### src/logic/ubdi_consts.svh
// Offsets, field positions, reset values and counts of the serial port block.
// Assumes inclusion by the principal design file only.
`ifndef UBDI_CONSTS_SVH
`define UBDI_CONSTS_SVH
// Word offsets on the register bus
`define UBDI_OFF_DATA      6'h00
`define UBDI_OFF_IEN       6'h04
`define UBDI_OFF_FIFO      6'h08
`define UBDI_OFF_LINE      6'h0c
`define UBDI_OFF_LSTAT     6'h14
`define UBDI_OFF_IRCTL     6'h20
// Field positions
`define UBDI_LCR_DLA       7
`define UBDI_IER_THRE      1
`define UBDI_IER_LINE_ERROR_IRQ_ENABLE      2
`define UBDI_FCR_FEN       0
`define UBDI_FCR_CLRRX     1
`define UBDI_FCR_CLRTX     2
`define UBDI_FCR_DMA       3
`define UBDI_IRC_EN        0
`define UBDI_IRC_RXEN      1
`define UBDI_IRC_LOOP      2
// Reset values and counts
`define UBDI_DIV_RST       16'h0002
`define UBDI_DIV_END       16'h0001
`define UBDI_TICKS_LAST    4'hf
`define UBDI_IR_HI_FIRST   4'h7
`define UBDI_IR_HI_LAST    4'h9
`define UBDI_IR_LOW_TICKS  2'h3
`define UBDI_IR_MAX_WIDTH  3'h5
`define UBDI_NP_LOW_BITS   2'h3
`define UBDI_SAMP_WIRE     4'h7
`define UBDI_SAMP_IR       4'h1
`define UBDI_LAST_BIT      3'h7
`endif

### src/logic/ubdi_pkg.sv
// Types shared by the serial port block.
// Assumes the constants header sits beside it.
package ubdi_pkg;
  // Serial engine states, one-hot
  typedef enum logic [3:0]
  {
    UBDI_IDLE  = 4'h1,
    UBDI_START = 4'h2,
    UBDI_DATA  = 4'h4,
    UBDI_STOP  = 4'h8
  } ubdi_state_e;
  // Infrared control fields
  typedef struct packed
  {
    logic [3:0] narrow_pulse;
    logic       loop_back;
    logic       infrared_receive_enable;
    logic       ir_enable;
  } ubdi_irctl_s;
  // FIFO control fields held after a write
  typedef struct packed
  {
    logic [3:0] fifo_threshold;
    logic       dma_enable;
    logic       fifo_enable;
  } ubdi_fctl_s;
endpackage

### src/logic/ubdi_top.sv
// Serial port: baud divider, register file, FIFOs, DMA requests, infrared endec.
// Assumes a classic Wishbone master and one 250 MHz clock.
// Summary of operation
// - 16-bit down counter reloads after 0001h, pulses
// - Each serial bit spans sixteen divider pulses
// - Divisor resets to 0002h, a pulse every second clock
// - Divisor byte write reloads counter, restarts count
// - Divisor bytes visible only while access bit set
// - Reset restores defaults and empties both FIFOs
// - Transmit-empty interrupt immediate; first write clears it
// - DMA enable bit turns on threshold requests
// - Transmit request while count at most threshold
// - Receive request while count nonzero and at least threshold
// - Infrared path half duplex, rate from divider
// - Encoder: one all low, zero 7-3-6
// - Decoder active when enabled, zero held low three clocks
// - Decoder drops pulses wider than five baud clocks
// - Narrow filter: 6-bit counter, field*4+3 cycles
// - Loopback bit routes encoder into decoder
// - Idle line high, LSB first, sixteen clocks
`timescale 1ns/1ns
`include "ubdi_consts.svh"
module ubdi_top
  import ubdi_pkg::*;
#(
  parameter int DEPTH = 16
)
(
  input  wire logic        CLK_I,
  input  wire logic        RESETN_I,
  input  wire logic        CYC_I,
  input  wire logic        STB_I,
  input  wire logic        WE_I,
  input  wire logic [5:0]  ADR_I,
  input  wire logic [3:0]  SEL_I,
  input  wire logic [31:0] DAT_I,
  output logic      [31:0] DAT_O,
  output logic             ACK_O,
  input  wire logic        SERIAL_IN_I,
  output logic             SERIAL_OUT_O,
  input  wire logic        OPTICAL_IN_I,
  output logic             OPTICAL_OUT_O,
  output logic             TX_EMPTY_IRQ_O,
  output logic             TX_DMA_REQ_O,
  output logic             RX_DMA_REQ_O
);
  localparam int CW = $clog2(DEPTH + 1);
  localparam int AW = $clog2(DEPTH);

  logic [15:0] divisor_reg;
  logic [15:0] baud_divider_reg;
  logic        tick_reg;
  logic [7:0]  line_control_reg;
  logic [7:0]  ien_reg;
  ubdi_fctl_s  fctl_reg;
  ubdi_irctl_s irctl_reg;
  logic        ack_reg;
  logic [31:0] rdata_reg;
  logic [7:0]  tx_mem [DEPTH];
  logic [7:0]  rx_mem [DEPTH];
  logic [AW-1:0] tx_wp_reg, tx_rp_reg, rx_wp_reg, rx_rp_reg;
  logic [CW-1:0] tx_cnt_reg, rx_cnt_reg;
  logic        overrun_reg, frame_err_reg;
  ubdi_state_e tx_st_reg, rx_st_reg;
  logic [3:0]  tx_sub_reg, rx_sub_reg;
  logic [2:0]  tx_bit_reg, rx_bit_reg;
  logic [7:0]  tx_sh_reg, rx_sh_reg;
  logic        tx_line_reg;
  logic        opt_out_reg;
  logic        opt_prev_reg;
  logic [5:0]  np_cnt_reg;
  logic        np_ok_reg;
  logic [2:0]  width_reg;
  logic [1:0]  dec_low_reg;

  logic        req, wr, rd, dla, fen;
  logic [CW-1:0] cap;
  logic        tx_push, tx_pop, rx_push, rx_pop, tx_full, rx_full;
  logic        enc_raw, dec_in, dec_rx, rx_in, tx_busy;
  logic [3:0]  samp;

  // Bus decode: one access per request, answered the cycle after
  assign req = CYC_I && STB_I && !ack_reg;
  assign wr  = req && WE_I && SEL_I[0];
  assign rd  = req && !WE_I;
  assign dla = line_control_reg[`UBDI_LCR_DLA];
  assign fen = fctl_reg.fifo_enable;
  assign cap = fen ? CW'(DEPTH) : CW'(1);
  assign tx_full = tx_cnt_reg >= cap;
  assign rx_full = rx_cnt_reg >= cap;
  assign tx_push = wr && ADR_I == `UBDI_OFF_DATA && !dla && !tx_full;
  assign rx_pop  = rd && ADR_I == `UBDI_OFF_DATA && !dla && rx_cnt_reg != '0;
  assign ACK_O = ack_reg;
  assign DAT_O = rdata_reg;

  // Acknowledge
  always_ff @(posedge CLK_I)
  begin
    if (!RESETN_I)
      ack_reg <= 1'b0;
    else
      ack_reg <= req;
  end

  // Read data mux
  always_ff @(posedge CLK_I)
  begin
    if (!RESETN_I)
      rdata_reg <= '0;
    else if (rd)
    begin
      case (ADR_I)
        `UBDI_OFF_DATA:  rdata_reg <= dla ? {24'h0, divisor_reg[7:0]}
                                          : {24'h0, rx_mem[rx_rp_reg]};
        `UBDI_OFF_IEN:   rdata_reg <= dla ? {24'h0, divisor_reg[15:8]}
                                          : {24'h0, ien_reg};
        `UBDI_OFF_FIFO:  rdata_reg <= {31'h0, !TX_EMPTY_IRQ_O};
        `UBDI_OFF_LINE:  rdata_reg <= {24'h0, line_control_reg};
        `UBDI_OFF_LSTAT: rdata_reg <= {25'h0, tx_cnt_reg == '0 && !tx_busy,
                                       tx_cnt_reg == '0, 1'b0, frame_err_reg,
                                       1'b0, overrun_reg, rx_cnt_reg != '0};
        `UBDI_OFF_IRCTL: rdata_reg <= {24'h0, irctl_reg.narrow_pulse, 1'b0,
                                       irctl_reg.loop_back,
                                       irctl_reg.infrared_receive_enable,
                                       irctl_reg.ir_enable};
        default:         rdata_reg <= '0;
      endcase
    end
  end

  // Control registers
  always_ff @(posedge CLK_I)
  begin
    if (!RESETN_I)
    begin
      line_control_reg <= '0;
      ien_reg          <= '0;
      fctl_reg         <= '0;
      irctl_reg        <= '0;
    end
    else if (wr)
    begin
      case (ADR_I)
        `UBDI_OFF_IEN:   if (!dla) ien_reg <= DAT_I[7:0];
        `UBDI_OFF_FIFO:  fctl_reg <= {DAT_I[7:4], DAT_I[`UBDI_FCR_DMA],
                                      DAT_I[`UBDI_FCR_FEN]};
        `UBDI_OFF_LINE:  line_control_reg <= DAT_I[7:0];
        `UBDI_OFF_IRCTL: irctl_reg <= {DAT_I[7:4], DAT_I[`UBDI_IRC_LOOP],
                                       DAT_I[`UBDI_IRC_RXEN], DAT_I[`UBDI_IRC_EN]};
        default:         ;
      endcase
    end
  end

  // Divisor latch, written only with the access bit set
  always_ff @(posedge CLK_I)
  begin
    if (!RESETN_I)
      divisor_reg <= `UBDI_DIV_RST;
    else if (wr && dla && ADR_I == `UBDI_OFF_DATA)
      divisor_reg[7:0] <= DAT_I[7:0];
    else if (wr && dla && ADR_I == `UBDI_OFF_IEN)
      divisor_reg[15:8] <= DAT_I[7:0];
  end

  // Baud divider down counter and end-of-count pulse
  always_ff @(posedge CLK_I)
  begin
    if (!RESETN_I)
    begin
      baud_divider_reg <= `UBDI_DIV_RST;
      tick_reg         <= 1'b0;
    end
    else if (wr && dla && (ADR_I == `UBDI_OFF_DATA || ADR_I == `UBDI_OFF_IEN))
    begin
      baud_divider_reg <= ADR_I == `UBDI_OFF_DATA ? {divisor_reg[15:8], DAT_I[7:0]}
                                                  : {DAT_I[7:0], divisor_reg[7:0]};
      tick_reg         <= 1'b0;
    end
    else if (baud_divider_reg <= `UBDI_DIV_END)
    begin
      baud_divider_reg <= divisor_reg;
      tick_reg         <= 1'b1;
    end
    else
    begin
      baud_divider_reg <= baud_divider_reg - 16'h0001;
      tick_reg         <= 1'b0;
    end
  end

  // Transmit FIFO
  always_ff @(posedge CLK_I)
  begin
    if (tx_push)
      tx_mem[tx_wp_reg] <= DAT_I[7:0];
  end

  always_ff @(posedge CLK_I)
  begin
    if (!RESETN_I || (wr && ADR_I == `UBDI_OFF_FIFO && DAT_I[`UBDI_FCR_CLRTX]))
    begin
      tx_wp_reg  <= '0;
      tx_rp_reg  <= '0;
      tx_cnt_reg <= '0;
    end
    else
    begin
      if (tx_push)
        tx_wp_reg <= tx_wp_reg + AW'(1);
      if (tx_pop)
        tx_rp_reg <= tx_rp_reg + AW'(1);
      tx_cnt_reg <= tx_cnt_reg + CW'(tx_push) - CW'(tx_pop);
    end
  end

  // Receive FIFO and its error flags
  always_ff @(posedge CLK_I)
  begin
    if (rx_push && !rx_full)
      rx_mem[rx_wp_reg] <= rx_sh_reg;
  end

  always_ff @(posedge CLK_I)
  begin
    if (!RESETN_I || (wr && ADR_I == `UBDI_OFF_FIFO && DAT_I[`UBDI_FCR_CLRRX]))
    begin
      rx_wp_reg  <= '0;
      rx_rp_reg  <= '0;
      rx_cnt_reg <= '0;
    end
    else
    begin
      if (rx_push && !rx_full)
        rx_wp_reg <= rx_wp_reg + AW'(1);
      if (rx_pop)
        rx_rp_reg <= rx_rp_reg + AW'(1);
      rx_cnt_reg <= rx_cnt_reg + CW'(rx_push && !rx_full) - CW'(rx_pop);
    end
  end

  // Sticky line errors; a new error wins over the status read
  always_ff @(posedge CLK_I)
  begin
    if (!RESETN_I)
    begin
      overrun_reg   <= 1'b0;
      frame_err_reg <= 1'b0;
    end
    else
    begin
      overrun_reg   <= (rx_push && rx_full) ||
                       (overrun_reg && !(rd && ADR_I == `UBDI_OFF_LSTAT));
      frame_err_reg <= (rx_st_reg == UBDI_STOP && tick_reg && rx_sub_reg == samp
                        && !rx_in) ||
                       (frame_err_reg && !(rd && ADR_I == `UBDI_OFF_LSTAT));
    end
  end

  // Interrupt and DMA requests
  assign TX_EMPTY_IRQ_O = ien_reg[`UBDI_IER_THRE] && tx_cnt_reg == '0;
  assign TX_DMA_REQ_O = fctl_reg.dma_enable &&
                        tx_cnt_reg <= CW'(fctl_reg.fifo_threshold);
  assign RX_DMA_REQ_O = fctl_reg.dma_enable && rx_cnt_reg != '0 &&
                        rx_cnt_reg >= CW'(fctl_reg.fifo_threshold);

  // Transmitter: start, eight data bits LSB first, stop
  assign tx_busy = tx_st_reg != UBDI_IDLE;
  assign tx_pop  = tx_st_reg == UBDI_IDLE && tick_reg && tx_cnt_reg != '0;
  always_ff @(posedge CLK_I)
  begin
    if (!RESETN_I)
    begin
      tx_st_reg   <= UBDI_IDLE;
      tx_sub_reg  <= '0;
      tx_bit_reg  <= '0;
      tx_sh_reg   <= '0;
      tx_line_reg <= 1'b1;
    end
    else if (tick_reg)
    begin
      tx_sub_reg <= tx_busy ? tx_sub_reg + 4'h1 : 4'h0;
      case (tx_st_reg)
        UBDI_IDLE:
          if (tx_pop)
          begin
            tx_sh_reg   <= tx_mem[tx_rp_reg];
            tx_line_reg <= 1'b0;
            tx_st_reg   <= UBDI_START;
          end
        UBDI_START:
          if (tx_sub_reg == `UBDI_TICKS_LAST)
          begin
            tx_line_reg <= tx_sh_reg[0];
            tx_bit_reg  <= '0;
            tx_st_reg   <= UBDI_DATA;
          end
        UBDI_DATA:
          if (tx_sub_reg == `UBDI_TICKS_LAST)
          begin
            tx_sh_reg  <= {1'b1, tx_sh_reg[7:1]};
            tx_bit_reg <= tx_bit_reg + 3'h1;
            tx_line_reg <= tx_bit_reg == `UBDI_LAST_BIT ? 1'b1 : tx_sh_reg[1];
            if (tx_bit_reg == `UBDI_LAST_BIT)
              tx_st_reg <= UBDI_STOP;
          end
        UBDI_STOP:
          if (tx_sub_reg == `UBDI_TICKS_LAST)
            tx_st_reg <= UBDI_IDLE;
        default:
          tx_st_reg <= UBDI_IDLE;
      endcase
    end
  end
  assign SERIAL_OUT_O = tx_line_reg;

  // Infrared encoder: zero gives a pulse in slots 7 to 9 of 16
  assign enc_raw = irctl_reg.ir_enable && !tx_line_reg &&
                   tx_sub_reg >= `UBDI_IR_HI_FIRST &&
                   tx_sub_reg <= `UBDI_IR_HI_LAST;
  always_ff @(posedge CLK_I)
  begin
    if (!RESETN_I)
      opt_out_reg <= 1'b0;
    else
      opt_out_reg <= enc_raw && !irctl_reg.loop_back;
  end
  assign OPTICAL_OUT_O = opt_out_reg;

  // Decoder input: internal loopback or the optical pin
  assign dec_in = irctl_reg.loop_back ? enc_raw : OPTICAL_IN_I;

  // Pulse measure: narrow counter in hclk, width in baud clocks
  always_ff @(posedge CLK_I)
  begin
    if (!RESETN_I)
    begin
      opt_prev_reg <= 1'b0;
      np_cnt_reg   <= '0;
      np_ok_reg    <= 1'b0;
      width_reg    <= '0;
      dec_low_reg  <= '0;
    end
    else
    begin
      opt_prev_reg <= dec_in;
      if (dec_in && !opt_prev_reg)
      begin
        np_cnt_reg <= {irctl_reg.narrow_pulse, `UBDI_NP_LOW_BITS};
        np_ok_reg  <= irctl_reg.narrow_pulse == 4'h0;
        width_reg  <= '0;
      end
      else if (dec_in)
      begin
        if (np_cnt_reg != 6'h00)
          np_cnt_reg <= np_cnt_reg - 6'h01;
        // Flag lands by the last counted cycle, so width equal to count passes
        if (np_cnt_reg <= 6'h02)
          np_ok_reg <= 1'b1;
        if (tick_reg && width_reg != 3'h7)
          width_reg <= width_reg + 3'h1;
      end
      // Accept at the trailing edge: long enough and not over five clocks
      if (!dec_in && opt_prev_reg && np_ok_reg && width_reg <= `UBDI_IR_MAX_WIDTH
          && irctl_reg.infrared_receive_enable
          && (!tx_busy || irctl_reg.loop_back))
        dec_low_reg <= `UBDI_IR_LOW_TICKS;
      else if (tick_reg && dec_low_reg != 2'h0)
        dec_low_reg <= dec_low_reg - 2'h1;
    end
  end
  assign dec_rx = dec_low_reg == 2'h0;
  assign rx_in  = irctl_reg.ir_enable ? dec_rx : SERIAL_IN_I;
  assign samp   = irctl_reg.ir_enable ? `UBDI_SAMP_IR : `UBDI_SAMP_WIRE;

  // Receiver: sample each bit once per sixteen baud clocks
  assign rx_push = rx_st_reg == UBDI_STOP && tick_reg && rx_sub_reg == samp && rx_in;
  always_ff @(posedge CLK_I)
  begin
    if (!RESETN_I)
    begin
      rx_st_reg  <= UBDI_IDLE;
      rx_sub_reg <= '0;
      rx_bit_reg <= '0;
      rx_sh_reg  <= '0;
    end
    else if (tick_reg)
    begin
      rx_sub_reg <= rx_sub_reg + 4'h1;
      case (rx_st_reg)
        UBDI_IDLE:
          if (!rx_in)
          begin
            rx_sub_reg <= 4'h1;
            rx_st_reg  <= UBDI_START;                  // Start confirmed at first sample
            rx_bit_reg <= '0;
          end
        UBDI_START:
          if (rx_sub_reg == samp)
            rx_st_reg <= rx_in ? UBDI_IDLE : UBDI_DATA;
        UBDI_DATA:
          if (rx_sub_reg == samp)
          begin
            rx_sh_reg  <= {rx_in, rx_sh_reg[7:1]};
            rx_bit_reg <= rx_bit_reg + 3'h1;
            if (rx_bit_reg == `UBDI_LAST_BIT)
              rx_st_reg <= UBDI_STOP;
          end
        UBDI_STOP:
          if (rx_sub_reg == samp)
            rx_st_reg <= UBDI_IDLE;
        default:
          rx_st_reg <= UBDI_IDLE;
      endcase
    end
  end
endmodule

### config.mk
export PLATFORM = sky130hd
export DESIGN_NAME = ubdi_top
export DESIGN_NICKNAME = d
export VERILOG_FILES = /design/src/logic/ubdi_pkg.sv /design/src/logic/ubdi_top.sv
export VERILOG_INCLUDE_DIRS = /design/src /design/src/logic
export SDC_FILE = /design/constraint.sdc
export NUM_CORES = 1
export LEC_CHECK = 0
export ABC_AREA = 1
export BUFFER_PORTS_ARGS = -buffer_cell sky130_fd_sc_hd__buf_2
export CAP_MARGIN = 20
export CORE_UTILIZATION = 65
export CTS_CLUSTER_DIAMETER = 80
export DETAILED_ROUTE_END_ITERATION = 8
export PLACE_DENSITY = 0.94
export SETUP_SLACK_MARGIN = 0.1
export SLEW_MARGIN = 20
export SYNTH_ARGS = -nofsm -noshare
export SYNTH_HDL_FRONTEND = slang
export SYNTH_SLANG_ARGS = --single-unit
### constraint.sdc
create_clock -name CLK_I -period 4.2 [get_ports CLK_I]
set_input_delay 0.84 -clock CLK_I [delete_from_list [all_inputs] [get_ports CLK_I]]
set_output_delay 0.84 -clock CLK_I [all_outputs]
set_load 0.01 [all_outputs]
Word-level counts from Yosys, hierarchy flattened
Memory sizes are Yosys's and may differ from the RTL's. A register that Yosys moved wholly into a read port is not among the register bits.
Cells that the tools add are included.

storage, ports and cells
  bits in registers = 176
  word-level logic and storage cells = 253
  output and inout port bits = 38
  RAM bits = 256
  memories kept = 2

operators by class
  equality and inequality tests = 29
  $lt $le $gt $ge = 9
  add/sub/neg operators = 16
  multiplexer cells = 57
  bitwise gates (word level) = 3
  reductions and logical operators = 99

memories
  name    words  bits a word  read ports  clocked after Yosys merged registers in  wr ports  line            RTL
  rx_mem  16     8            1           1                                        1         ubdi_top.sv:60  logic [7:0] rx_mem [DEPTH];
  tx_mem  16     8            1           1                                        1         ubdi_top.sv:59  logic [7:0] tx_mem [DEPTH];

operators with widths
  cell                     number
  $mux W4                  17
  $mux W16                 3
  $pmux W8 S6              1
  $logic_and A1 B1 Y1      46
  $mux W8                  4
  $pmux W4 S4              2
  $add A4 B1 Y4 const B    6
  $mux W3                  6
  $mux W6                  3
  $ne A2 B2 Y1 const B     9
  $le A16 B1 Y1 const B    1
  $pmux W8 S2              1
  $reduce_bool A2 Y1       8
  $sub A16 B1 Y16 const B  1
  $logic_not A1 Y1         14
  $mux W1                  14
  $reduce_and A2 Y1        7
  $eq A4 B4 Y1 const B     3
  $eq A6 B4 Y1 const B     2
  $pmux W3 S2              2
  $reduce_and A4 Y1        3
  $reduce_and A6 Y1        2
  $add A5 B1 Y5            2
  $ge A5 B5 Y1             2
  other kinds (36)         54

Longest topological paths before layout
  depth after elaboration = 12
  gate-level depth with buffers = 18
  gate-level depth less buffers = 18

Worst setup path after synthesis
OpenSTA, ideal clock, no wires.

  kind = input to register
  start = input CYC_I
  end = register tx_cnt_reg[4]
  slack = 1278 ps
  required time = 4083 ps
  cell stages on the path = 17
  arrival time = 2805 ps
  library setup time = 117 ps
  cell sequence = nand2_1 > nor2_2 > nand3_2 > nor2_1 > nand3_2 > ha_1 > inv_1 > ha_1 > inv_1 > fa_1 > inv_1 > a21oi_1 > nor2_1 > nor2_1 > xor2_1 > inv_1 > nor2_1

between the ends
  longest elaborated chain between the ends = 9
  elaborated cells on any way between the ends = 12
  those cells by class = 2 x add/sub; 10 x reduce/logical

ends and longest elaborated chain
  element                              line             RTL
  start: declaration                   ubdi_top.sv:31   input wire logic CYC_I,
  $logic_and A1 B1 Y1 * (2 in series)  ubdi_top.sv:83   assign req = CYC_I && STB_I && !ack_reg;
  $logic_and A1 B1 Y1 * (2 in series)  ubdi_top.sv:84   assign wr = req && WE_I && SEL_I[0];
  $logic_and A1 B1 Y1 (no line)        --
  $logic_and A1 B1 Y1 (2 in series)    ubdi_top.sv:91   assign tx_push = wr && ADR_I == `UBDI_OFF_DATA && !dla && !tx_full;
  $add A5 B1 Y5                        ubdi_top.sv:213  tx_cnt_reg <= tx_cnt_reg + CW'(tx_push) - CW'(tx_pop);
  $sub A5 B1 Y5                        ubdi_top.sv:213
  end signal: assignment               ubdi_top.sv:213
  end: declaration                     ubdi_top.sv:62   logic [CW-1:0] tx_cnt_reg, rx_cnt_reg;

Mark *: on every way between the ends. The rest lies on a longest branch, timed or not.
A chain may end at the register's enable or synchronous reset.

Worst setup path after layout
  start = register tick_reg
  end = register rx_cnt_reg[4]

between the ends
  longest elaborated chain between the ends = 6

ends and longest elaborated chain
  element                            line             RTL
  start: declaration                 ubdi_top.sv:52   logic tick_reg;
  start signal: assignment           ubdi_top.sv:172  tick_reg <= 1'b0;
  start signal: assignment           ubdi_top.sv:178  tick_reg <= 1'b0;
  start signal: assignment           ubdi_top.sv:183  tick_reg <= 1'b1;
  $logic_and A1 B1 Y1 (3 in series)  ubdi_top.sv:377  assign rx_push = rx_st_reg == UBDI_STOP && tick_reg && rx_sub_reg == samp && rx_in;
  $logic_and A1 B1 Y1                ubdi_top.sv:238  rx_cnt_reg <= rx_cnt_reg + CW'(rx_push && !rx_full) - CW'(rx_pop);
  $add A5 B1 Y5                      ubdi_top.sv:238
  $sub A5 B1 Y5                      ubdi_top.sv:238
  end signal: assignment             ubdi_top.sv:238
  end: declaration                   ubdi_top.sv:62

No other way between the ends.

==> reports/metrics.csv <==
stage;metric;value;unit
run;MaxCap Viol Count;0;
placement;Placer Congestion;0.9484;
cts;PostCTS Resize Cnt;0;
global_routing;first-pass GRT wire length;75.82;mm
layout;biggest regs;rx_mem (128), tx_mem (128);
setup_path;crit path to;rx_cnt_reg[4];
setup_path;WP data required;4.67;ns
synth;ys flop type;edfxtp_1;
drt;routed length on met1;17.25;mm
synth;asr flop ratio synth;0;
drt;DRC;0;
layout;most common cell after layout, fill and taps aside;nand2_1;
synth;count of different cell masters after synthesis;56;
cts;post-CTS setup buffers;0;
sta;f_max;0.3025;GHz
layout;Storage cell area;0.01089;sq mm
cts;Clock Tree Buf Depth;3;
cts;Worst-path clk slew;0.06;ns
sta;min cycle time layout;3.306;ns
drt;DRT Pass-1 Iters;6;
setup_path;Reg2Reg Capture Point;rx_cnt_reg[4];
sta;setup tns final;0;ns
floorplan;row count;62;
cts;worst skew pair latency;0.55;ns
power_and_ir_drop;Power Dens Cells;447.1;mW/mm^2
layout;area grow syn2layout;8.852;%
sta;WHS;0.4545;ns
placement;dpl cell area;0.01940;sq mm
synth;Post-Synthesis Cells;2101;
synth;post-synthesis sequential area ratio;0.5674;
cts;clk sink count;416;
drt;DR vias;15570;
setup_path;Critical Path Fanout Max;15;
drt;total routed wirelength;47.71;mm
sta;Worst Skew;0.04088;ns
hold_path;worst hold path type;reg -> reg;
drt;Routed WL per cell;18.95;um
sta;Worst Max-Slew Pin Slew;1.114;ns
synth;largest family of logic cells by synthesized area;simple AND/OR/NAND/NOR gates;
global_routing;GRT Util Overall;0.3128;
synth;FF+latch count, synth;416;
layout;most frequent cells in the layout;nand2_1 (417), edfxtp_1 (256), nor2_1 (232);
cts;CTS H-tree depth;2;
layout;Diodes inserted;0;
floorplan;core area;0.02886;sq mm
drt;routed length on met2;23.01;mm
synth;Post-Synth XOR/XNOR Area;0.006388;
floorplan;Die ar.;0.03022;sq mm
drt;Top Metal Used;met4;
drt;1st-iter DRT viols;2342;
placement;dpl hpwl;29.18;mm
synth;Syn Area/Cell;9.136;sq um
cts;Clock Root Buffer;clkbuf_16;
layout;final net count;2205;
cts;CTS buffer count;41;
cts;CTS tree;built;
setup_path;most frequent CP cell;nand2_1;
global_routing;largest net degree at the start of global routing;65;
sta;Hold Violations, Final;0;
synth;compound-gate portion of the synthesized area;0.1152;
setup_path;reg-to-reg setup timing slack;0.89;ns
sta;unrepaired setup endpoints after global routing;no;
floorplan;Die Wd;173.8;um
synth;Netlist Area Pre-Place;0.01919;sq mm
global_routing;grt total ovfl;0;
setup_path;CP Class;reg -> reg;
setup_path;slowest stage delay, CP;0.67;ns
setup_path;RR Startpoint;tick_reg;
synth;EDFF count, synth;256;
setup_path;CP endpoint kind;flip-flop;
drt;met3 WL;4.987;mm
sta;Slew Limit Headroom;0.2573;
layout;Multi-input gate area;0.006922;sq mm
global_routing;vias in the first global route;15350;
layout;Final Util;0.7240;
floorplan;I/O Pins;87;
placement;PortBufs;35;
cts;CTS Hold Bufs;0;
synth;mux contribution to synthesized area;0;
setup_path;Worst Path Arrival;3.77;ns
global_routing;antenna violations before repair;0;
layout;Fill cells;1785;
drt;antenna-violating nets left;0;
layout;fraction of layout cells with a size suffix above 1;0.08622;
synth;Yosys Warn Count;0;
floorplan;Die Ht;173.8;um
setup_path;CP Cell Sequence;inv_1, nor4_4, nand2_4, nand2_1, nand2_1, ha_1, fa_1, nand2_1, a21oi_1, or3_1, a21oi_1;
layout;Design Area, Final;0.02089;sq mm
synth;Synth Area in Adders;0.03598;
power_and_ir_drop;maximum vdd drop;0.0003737;V
synth;simple logic cell fraction of the synthesized area;0.1984;
setup_path;crit path launch type;flip-flop;
run_status;status;finished clean;
setup_path;Worst Setup SP;tick_reg;
drt;DR vias/cell;6.181;
sta;period utilization;0.7871;
floorplan;Initial Util;0.6651;
sta;final setup vio count;0;
power_and_ir_drop;LEAKAGE;8.354;nW
sta;Slew Viols, Final;0;
setup_path;worst r2r path cells;11;
setup_path;Worst path slowest cell;dfxtp_1;
==> through the flow <==
step	cells	total power (W)	worst slack [ns]
floorplan	2124	0.005177	1.278
global placement	2442	0.005325	0.8355
detailed placement	2442	0.005377	0.6997
CTS	2517	0.009284	0.9682
global route	2518	0.009574	0.7678
finish	2518	0.009341	0.8941
==> cell usage after synthesis, types with 2 or more instances <==
master	count	share of area
nand3_1	147	0.038
dfxtp_1	160	0.17
fa_1	2	0.0021
nor3_1	20	0.0052
o21bai_1	2	0.00078
nor3_2	3	0.0016
ha_1	52	0.034
buf_1	7	0.0014
nand4_2	3	0.0020
nand4_1	7	0.0023
nand3b_1	2	0.00078
a31oi_1	3	0.00098
nor4_1	2	0.00065
o21ai_1	7	0.0018
edfxtp_1	256	0.40
nand3_2	8	0.0042
xor2_1	13	0.0059
nor2_4	5	0.0029
buf_4	32	0.013
nand2_1	417	0.082
o211ai_1	41	0.016
a21oi_2	3	0.0014
nor3b_1	3	0.0012
or2_2	4	0.0013
nand2_2	7	0.0023
nor2_2	8	0.0026
o21ai_0	185	0.048
o2111ai_1	3	0.0014
nand2_4	5	0.0029
buf_6	4	0.0023
nor2_1	232	0.045
inv_2	15	0.0029
a211oi_1	5	0.0020
o21ai_2	4	0.0018
buf_2	32	0.0083
clkbuf_1	33	0.0065
a22oi_1	2	0.00078
inv_1	211	0.041
a21oi_1	139	0.036
==> critical path: cells and delay by family (launching register included) <==
family	cells	cell delay (ns)
simple gates	6	1.36
buf+inv	1	0.35
compound gates	2	0.25
fa+ha+maj	2	0.62
flops	1	0.67
==> logic make-up (layout without fill, tap and decap cells) <==
group / after synthesis / count (layout)
adder cells (fa/ha/maj): 54 / 54
XOR/XNOR: 14 / 14
buffers and inverters: 337 / 347
AO/OA/AOI/OAI: 401 / 401
other: 1 / 24
flip-flops: 416 / 416
AND/OR/NAND/NOR: 878 / 878
==> final cells by class <==
cell class / instances / share of cell area
clock buffer: 57 / 0.05629
tap: 384 / 0.02300
sequential: 416 / 0.5214
clock inverter: 18 / 0.01443
timing repair buffer: 44 / 0.01198
inverter: 228 / 0.04162
multi-input combinational: 1371 / 0.3313
==> report_power, final <==
group	leakage, nW	total, W	switching, W	internal (W)
clock network	0.724	0.00398	0.00158	0.00240
registers	3.46	0.00446	0.0000763	0.00439
logic	4.17	0.000903	0.000618	0.000285
==> worst min path at each step <==
stage	to	from	cells past startpoint
after floorplan	ien_reg[4]	ien_reg[4]	2
after global placement	ien_reg[7]	ien_reg[7]	2
after detailed placement	ien_reg[5]	ien_reg[5]	2
after CTS	ien_reg[5]	ien_reg[5]	2
after global routing	ien_reg[5]	ien_reg[5]	2
final	ien_reg[4]	ien_reg[4]	2
==> layer usage <==
| metal | vias to the layer above | global-route usage |
|---|---|---|
| met5 | - | 0 |
| met4 | 0 | 0.1601 |
| met3 | 236 | 0.05154 |
| met2 | 1103 | 0.5300 |
| met1 | 7213 | 0.3872 |
| li1 | 7013 | - |
No activity file was read; power rests on OpenSTA's default activity.
